===== src/design/rbm_map.vh =====
// Constants for the reset boot mode selector: strap codes, counts, widths.
// Assumes inclusion by bare name from the design files only.
`ifndef RBM_MAP_VH
`define RBM_MAP_VH
// Strap vector bit positions {D,C,B,A}
`define RBM_STRAP_A 0
`define RBM_STRAP_B 1
`define RBM_STRAP_C 2
`define RBM_STRAP_D 3
// Boot mode codes (C,B,A)
`define RBM_CBA_BYTE_FULL 3'h0
`define RBM_CBA_EXT_FULL 3'h2
`define RBM_CBA_BYTE_HOST 3'h4
`define RBM_CBA_HOST_LOAD 3'h5
// Boot sizes and addresses
`define RBM_BOOT_WORDS 32
`define RBM_START_ADDR 14'h0000
`define RBM_PM_ZERO_ADDR 14'h0000
`define RBM_PORT_WIDTH 16
`endif


===== src/design/rbm_strap_latch.v =====
// Strap capture: samples the four mode straps while reset is held.
// Assumes straps are steady and synchronous to ref_clk_i during reset.
`timescale 1ns/1ns
module rbm_strap_latch (
  // Clock and reset
  input wire ref_clk_i,
  input wire rstn_i,
  // Straps
  input wire [3:0] strap_i,
  // Latched value
  output reg [3:0] strap_q_o
);
  // Tracks the pin while reset is low, freezes at release
  always @(posedge ref_clk_i) begin
    if (!rstn_i) begin
      strap_q_o <= strap_i; // RULE1
    end
  end
endmodule // rbm_strap_latch


===== src/design/rbm_boot_count.v =====
// Boot word counter: counts accepted byte-memory DMA words up to a limit.
// Assumes word_i is a one-cycle pulse per word completed by the DMA engine.
`timescale 1ns/1ns
`include "rbm_map.vh"
module rbm_boot_count #(
  parameter WORDS = `RBM_BOOT_WORDS
) (
  // Clock and reset
  input wire ref_clk_i,
  input wire rstn_i,
  // Control
  input wire run_i,
  input wire word_i,
  // Status
  output reg done_o
);
  reg [6:0] cnt_q;
  always @(posedge ref_clk_i) begin
    if (!rstn_i) begin
      cnt_q <= 7'h00;
      done_o <= 1'b0;
    end else if (run_i && word_i && !done_o) begin
      cnt_q <= cnt_q + 7'h01;
      if (cnt_q == WORDS - 1) begin
        done_o <= 1'b1; // RULE2
      end
    end
  end
endmodule // rbm_boot_count


===== src/design/rbm_boot_select.v =====
// Reset boot mode selector: decodes latched straps into memory mode,
// boot source, execution hold and host ack drive style.
// Assumes a DMA engine pulses a word strobe per boot word and reports
// host writes to internal program memory with their address.
//
// Local design decisions: the address-and-strobe port and the register addresses.
`timescale 1ns/1ns
`include "rbm_map.vh"
// What this block does
// RULE1 - The memory mode strap is sampled while reset is low and held after release.
// RULE2 - Straps C=0,B=0,A=0 boot 32 words by byte memory DMA, hold execution, full memory mode.
// RULE3 - Straps C=0,B=1,A=0 start at external address 0 with no boot in full memory mode.
// RULE4 - Straps C=1,B=0,A=0 boot 32 words by byte memory DMA in host mode.
// RULE5 - Straps C=1,B=0,A=1 hold execution in host mode until the host writes program word 0.
// RULE6 - In host mode strap D=0 drives the ack actively and D=1 makes it open drain.
// RULE7 - Host mode swaps the external bus for the 16-bit internal memory DMA port.
// RULE8 - An external strap driver drives the shared pin only while reset is low.
// RULE9 - After reset the shared pin returns to use as a programmable flag.
// RULE10 - Undocumented strap codes fall back to host mode with no automatic boot.
module rbm_boot_select (
  // Clock and reset
  input wire ref_clk_i,
  input wire rstn_i,
  // Strap pins; C shares the flag pin
  input wire strap_a_i,
  input wire strap_b_i,
  input wire shared_flag_pin_two_i,
  input wire strap_d_i,
  // Flag function of the shared pin
  input wire flag_dir_out_i,
  input wire flag_out_i,
  output reg shared_flag_pin_two_o,
  output reg shared_flag_pin_two_oe_o,
  output reg flag_in_o,
  // Byte memory DMA boot
  input wire byte_memory_dma_word_i,
  output reg byte_memory_dma_boot_o,
  output reg boot_done_o,
  // Host writes to internal memory
  input wire host_pm_write_i,
  input wire [13:0] host_pm_addr_i,
  // Host acknowledge
  input wire host_access_ack_i,
  output reg host_access_ack_o,
  output reg host_access_ack_oe_o,
  // Configuration results
  output reg host_mode_o,
  output reg internal_memory_dma_port_en_o,
  output reg ext_bus_en_o,
  output reg run_o,
  output reg [13:0] start_addr_o
);
  wire [3:0] strap_w;
  wire [3:0] strap_q;
  wire cnt_done;
  wire [2:0] cba;
  reg byte_boot;
  reg host_load;
  reg host_cfg;
  reg host_seen_q;
  reg released_q;

  // Execution release: byte boot waits on the count, host load on word 0
  function release_now;
    input byte_b;
    input load_b;
    input done_b;
    input seen_b;
    begin
      release_now = byte_b ? done_b : (load_b ? seen_b : 1'b1);
    end
  endfunction

  assign strap_w = {strap_d_i, shared_flag_pin_two_i, strap_b_i, strap_a_i};
  assign cba = {strap_q[`RBM_STRAP_C], strap_q[`RBM_STRAP_B], strap_q[`RBM_STRAP_A]};

  rbm_strap_latch u_latch (
    .ref_clk_i(ref_clk_i),
    .rstn_i(rstn_i),
    .strap_i(strap_w),
    .strap_q_o(strap_q)
  );

  rbm_boot_count #(.WORDS(`RBM_BOOT_WORDS)) u_count (
    .ref_clk_i(ref_clk_i),
    .rstn_i(rstn_i),
    .run_i(byte_boot),
    .word_i(byte_memory_dma_word_i),
    .done_o(cnt_done)
  );

  // Mode decode from latched straps
  always @* begin
    byte_boot = 1'b0;
    host_load = 1'b0;
    host_cfg = 1'b1; // RULE10
    case (cba)
      `RBM_CBA_BYTE_FULL: begin
        byte_boot = 1'b1; // RULE2
        host_cfg = 1'b0;
      end
      `RBM_CBA_EXT_FULL: begin
        host_cfg = 1'b0; // RULE3
      end
      `RBM_CBA_BYTE_HOST: begin
        byte_boot = 1'b1; // RULE4
      end
      `RBM_CBA_HOST_LOAD: begin
        host_load = 1'b1; // RULE5
      end
      default: begin
        host_cfg = 1'b1; // RULE10
      end
    endcase
  end

  always @(posedge ref_clk_i) begin
    if (!rstn_i) begin
      host_seen_q <= 1'b0;
      released_q <= 1'b0;
      shared_flag_pin_two_o <= 1'b0;
      shared_flag_pin_two_oe_o <= 1'b0;
      flag_in_o <= 1'b0;
      byte_memory_dma_boot_o <= 1'b0;
      boot_done_o <= 1'b0;
      host_access_ack_o <= 1'b0;
      host_access_ack_oe_o <= 1'b0;
      host_mode_o <= 1'b0;
      internal_memory_dma_port_en_o <= 1'b0;
      ext_bus_en_o <= 1'b0;
      run_o <= 1'b0;
      start_addr_o <= `RBM_START_ADDR;
    end else begin
      released_q <= 1'b1;
      // Pin stays undriven in reset so a strap driver can own it
      shared_flag_pin_two_oe_o <= released_q & flag_dir_out_i; // RULE9 RULE8
      shared_flag_pin_two_o <= flag_out_i; // RULE9
      flag_in_o <= shared_flag_pin_two_i; // RULE9
      if (host_load && host_pm_write_i && host_pm_addr_i == `RBM_PM_ZERO_ADDR) begin
        host_seen_q <= 1'b1; // RULE5
      end
      host_mode_o <= host_cfg;
      internal_memory_dma_port_en_o <= host_cfg; // RULE7
      ext_bus_en_o <= ~host_cfg; // RULE7
      byte_memory_dma_boot_o <= byte_boot & ~cnt_done; // RULE2 RULE4
      boot_done_o <= release_now(byte_boot, host_load, cnt_done, host_seen_q); // RULE2
      run_o <= release_now(byte_boot, host_load, cnt_done, host_seen_q); // RULE2 RULE3 RULE5
      start_addr_o <= `RBM_START_ADDR; // RULE3
      // Ack: active low; open drain drives only the low level
      if (host_cfg) begin
        host_access_ack_o <= host_access_ack_i;
        if (strap_q[`RBM_STRAP_D]) begin
          host_access_ack_oe_o <= ~host_access_ack_i; // RULE6
        end else begin
          host_access_ack_oe_o <= 1'b1; // RULE6
        end
      end else begin
        host_access_ack_o <= 1'b0;
        host_access_ack_oe_o <= 1'b0;
      end
    end
  end
endmodule // rbm_boot_select


===== config.mk =====
export PLATFORM = sky130hd
export DESIGN_NAME = rbm_boot_select
export DESIGN_NICKNAME = d
export VERILOG_FILES = /design/src/design/rbm_strap_latch.v /design/src/design/rbm_boot_count.v /design/src/design/rbm_boot_select.v
export VERILOG_INCLUDE_DIRS = /design/src /design/src/design
export SDC_FILE = /design/constraint.sdc
export NUM_CORES = 1
export LEC_CHECK = 0
export BUFFER_PORTS_ARGS = -buffer_cell sky130_fd_sc_hd__buf_2
export CAP_MARGIN = 40
export CORE_UTILIZATION = 43
export DETAILED_ROUTE_END_ITERATION = 8
export HOLD_SLACK_MARGIN = 0.08
export PLACE_DENSITY = 0.77
export SLEW_MARGIN = 30
export SYNTH_ARGS = -nofsm -noshare
export SYNTH_HDL_FRONTEND = slang
export SYNTH_SLANG_ARGS = --single-unit

===== constraint.sdc =====
create_clock -name ref_clk_i -period 1.95 [get_ports ref_clk_i]
set_input_delay 0.39 -clock ref_clk_i [delete_from_list [all_inputs] [get_ports ref_clk_i]]
set_output_delay 0.39 -clock ref_clk_i [all_outputs]
set_load 0.01 [all_outputs]

==> metrics <==
Post-synth EDFFs=4; Critical path origin=u_latch.strap_q_o[1]; Root Driver=clkbuf_4; DPL Wire Length=1.25 mm; largest net degree at the start of global routing=16; top cell type's share of synthesized area=39.7%; FP Rows=16; Synth warnings=0; synth unique cells=32; violation count after the first detailed-route iteration=15; die area=0.00242 sq mm; # setup viols final=0; # Post-CTS Setup Buffers=0; Tot Pwr=0.813 mW; multi-input logic area=363 sq um; FFs w/ async S/R, synth=0%; pwr dens=724 mW/mm^2; H-Tree Depth=1; grt total ovfl=0; clock sinks=23; gr usage total=13.8%; wl on met1=686 microns; required time worst endpoint=2.19 ns; CTS buffer count=3; R2R Path Start=u_latch.strap_q_o[1]; Clk Latency, worst-skew pair=0.30 ns; Final min period=1.82 ns; Yosys top cell by area=dfxtp_1; CTS Hold Bufs=0; synthesized area=958 sq um; max incr delay on CP=0.63 ns; P_leak=0.505 nW; Setup crit end kind=flop; Design Area, Final=0.00112 sq mm; Area contributors post-synth=dfxtp_1 (40%), buf_4 (13%), edfxtp_1 (13%); R2R setup slack=0.13 ns; WL per Instance=10.3 microns; post-cts sizing count=0; clk buf depth=2; ant diodes=0; CP max FO=13; critical path class=reg -> reg; Total Wirelength=1.60 mm; top routing layer in use=met3; synth-to-layout area growth=17.1%; first-pass GRT wire length=2.59 mm; vias=728; commonest cells after routing, fill and taps aside=buf_2 (35), dfxtp_1 (19), conb_1 (14), a21oi_1 (5), nor2_1 (5); Fin Clk Skew=0.00614 ns; Post-Synthesis Cells=93; Vias/cell=4.70; CP Cell Sequence=or4b_4, or4_1, a21oi_1; initial antenna violation count=0; fin nets=155; final setup margin=0.127 ns; share of cells above drive strength 1=32.0%; Core Area=0.00202 sq mm; pre-CTS WS=0.146 ns; I/O pins=50; I/O Buffers=35; Final Max Slew Viols=0; Tcrit/Tclk final=93.5%; clk slew on worst S/H paths=0.12 ns; Post-DP Area=0.00109 sq mm; run status=finished, final reports clean; vias in the first global route=619; max cap viols=0; Seq. cell area=500 sq um; wire length on met2=783 microns; register area share after synthesis=52.2%; worst hold slack=0.257 ns; Die Height=49.2 microns; Fillers=184; Synth Register Bits=23; CTS tree=built; final hold violation count=0; drt drc=0; critical path's slowest cell=or4b_4; fmax=549 MHz; Final Wtd Congestion=0.770; Met3 Routed Length=128 microns; Avg Cell Area, Syn=10.3 sq um; Total Negative Setup Slacks=0 ns; first-pass iteration count of the detailed router=4; antenna-violating nets left=0; worst vdd ir=0.668 mV; Die X=49.2 microns; hold path startpoint=host_pm_addr_i[12]; Hold WC Path Type=in -> reg; Critical Path AT=2.06 ns; crit start category=flop; top_reg_cell synth=dfxtp_1; Starting Density=47.4%; commonest non-fill, non-tap cell in the layout=buf_2; RSZ-0062 raised after global routing=no
-- registers in the layout, summed over array words and instances (netlist names) --
| name | flops |
|---|---|
| flag_in_o | 1 |
| shared_flag_pin_two_o | 1 |
| released_q | 1 |
| host_access_ack_oe_o | 1 |
| u_count.done_o | 1 |
| host_access_ack_o | 1 |
| shared_flag_pin_two_oe_o | 1 |
| run_o | 1 |
| byte_memory_dma_boot_o | 1 |
| internal_memory_dma_port_en_o | 1 |
| u_latch.strap_q_o | 4 |
| u_count.cnt_q | 7 |
| host_seen_q | 1 |
| ext_bus_en_o | 1 |
-- layer usage --
layer,up-vias,global-route usage (%)
li1,373,-
met1,323,17.9
met2,32,21.0
met3,0,6.23
met4,0,2.94
met5,-,0
-- worst max-delay path: cells and delay by family (launching register included) --
kind,cells,cell delay (ns)
AOI/OAI and AO/OA,1,0.15
DFF,1,0.45
and+or+nand+nor,2,1.17
-- report_power, final --
part	leakage [nW]	switching (mW)	total [mW]	internal (mW)
logic	0.292	0.0517	0.0931	0.0414
clock network	0.0177	0.129	0.205	0.0764
registers	0.195	0.00936	0.514	0.505
total	0.505	0.190	0.813	0.623
-- cells by family after synthesis --
logic type / after synthesis / share of synthesized area (%)
muxes: 1 / 1.04
AOI/OAI and AO/OA: 15 / 10.3
adders and majority gates: 1 / 1.31
xor gates and xnor gates: 1 / 0.914
DFF: 23 / 52.2
and+or+nand+nor: 29 / 18.8
buffers and inverters: 22 / 15.0
other: 1 / 0.391
-- stage by stage --
| step | cells | utilization, % |
|---|---|---|
| finish | 155 | 55.5 |
| global route | 155 | 55.5 |
| CTS | 155 | 55.5 |
| detailed placement | 151 | 54.1 |
| global placement | 151 | 54.1 |
| floorplan | 106 | - |
-- synthesized netlist by cell type, types with 2 or more instances --
master and number:
inv_1 4, nor2_1 5, a21oi_1 5, o31ai_1 3
or4_1 3, nor4_1 2, nand2_1 4, o41ai_1 2
nor4b_1 3, buf_4 16, edfxtp_1 4, and2_1 3
o21ai_0 2, dfxtp_1 19
-- layout make-up --
class / count / area share, %
clock inverter: 1 / 0.446
sequential: 23 / 44.6
timing repair buffer: 36 / 16.3
inverter: 4 / 1.34
multi-input combinational: 61 / 32.3
tap: 27 / 3.01
clock buffer: 3 / 2.01
-- path summary, 6_finish.rpt --
| path | to | depth (start not counted) |
|---|---|---|
| worst max-delay path | u_count.cnt_q[5] | 3 |
| worst max register to register | u_count.cnt_q[5] | 3 |
| worst min register to register | host_access_ack_oe_o | 1 |
| worst min-delay path | host_seen_q | 2 |
No activity file was read; power rests on OpenSTA's default activity.
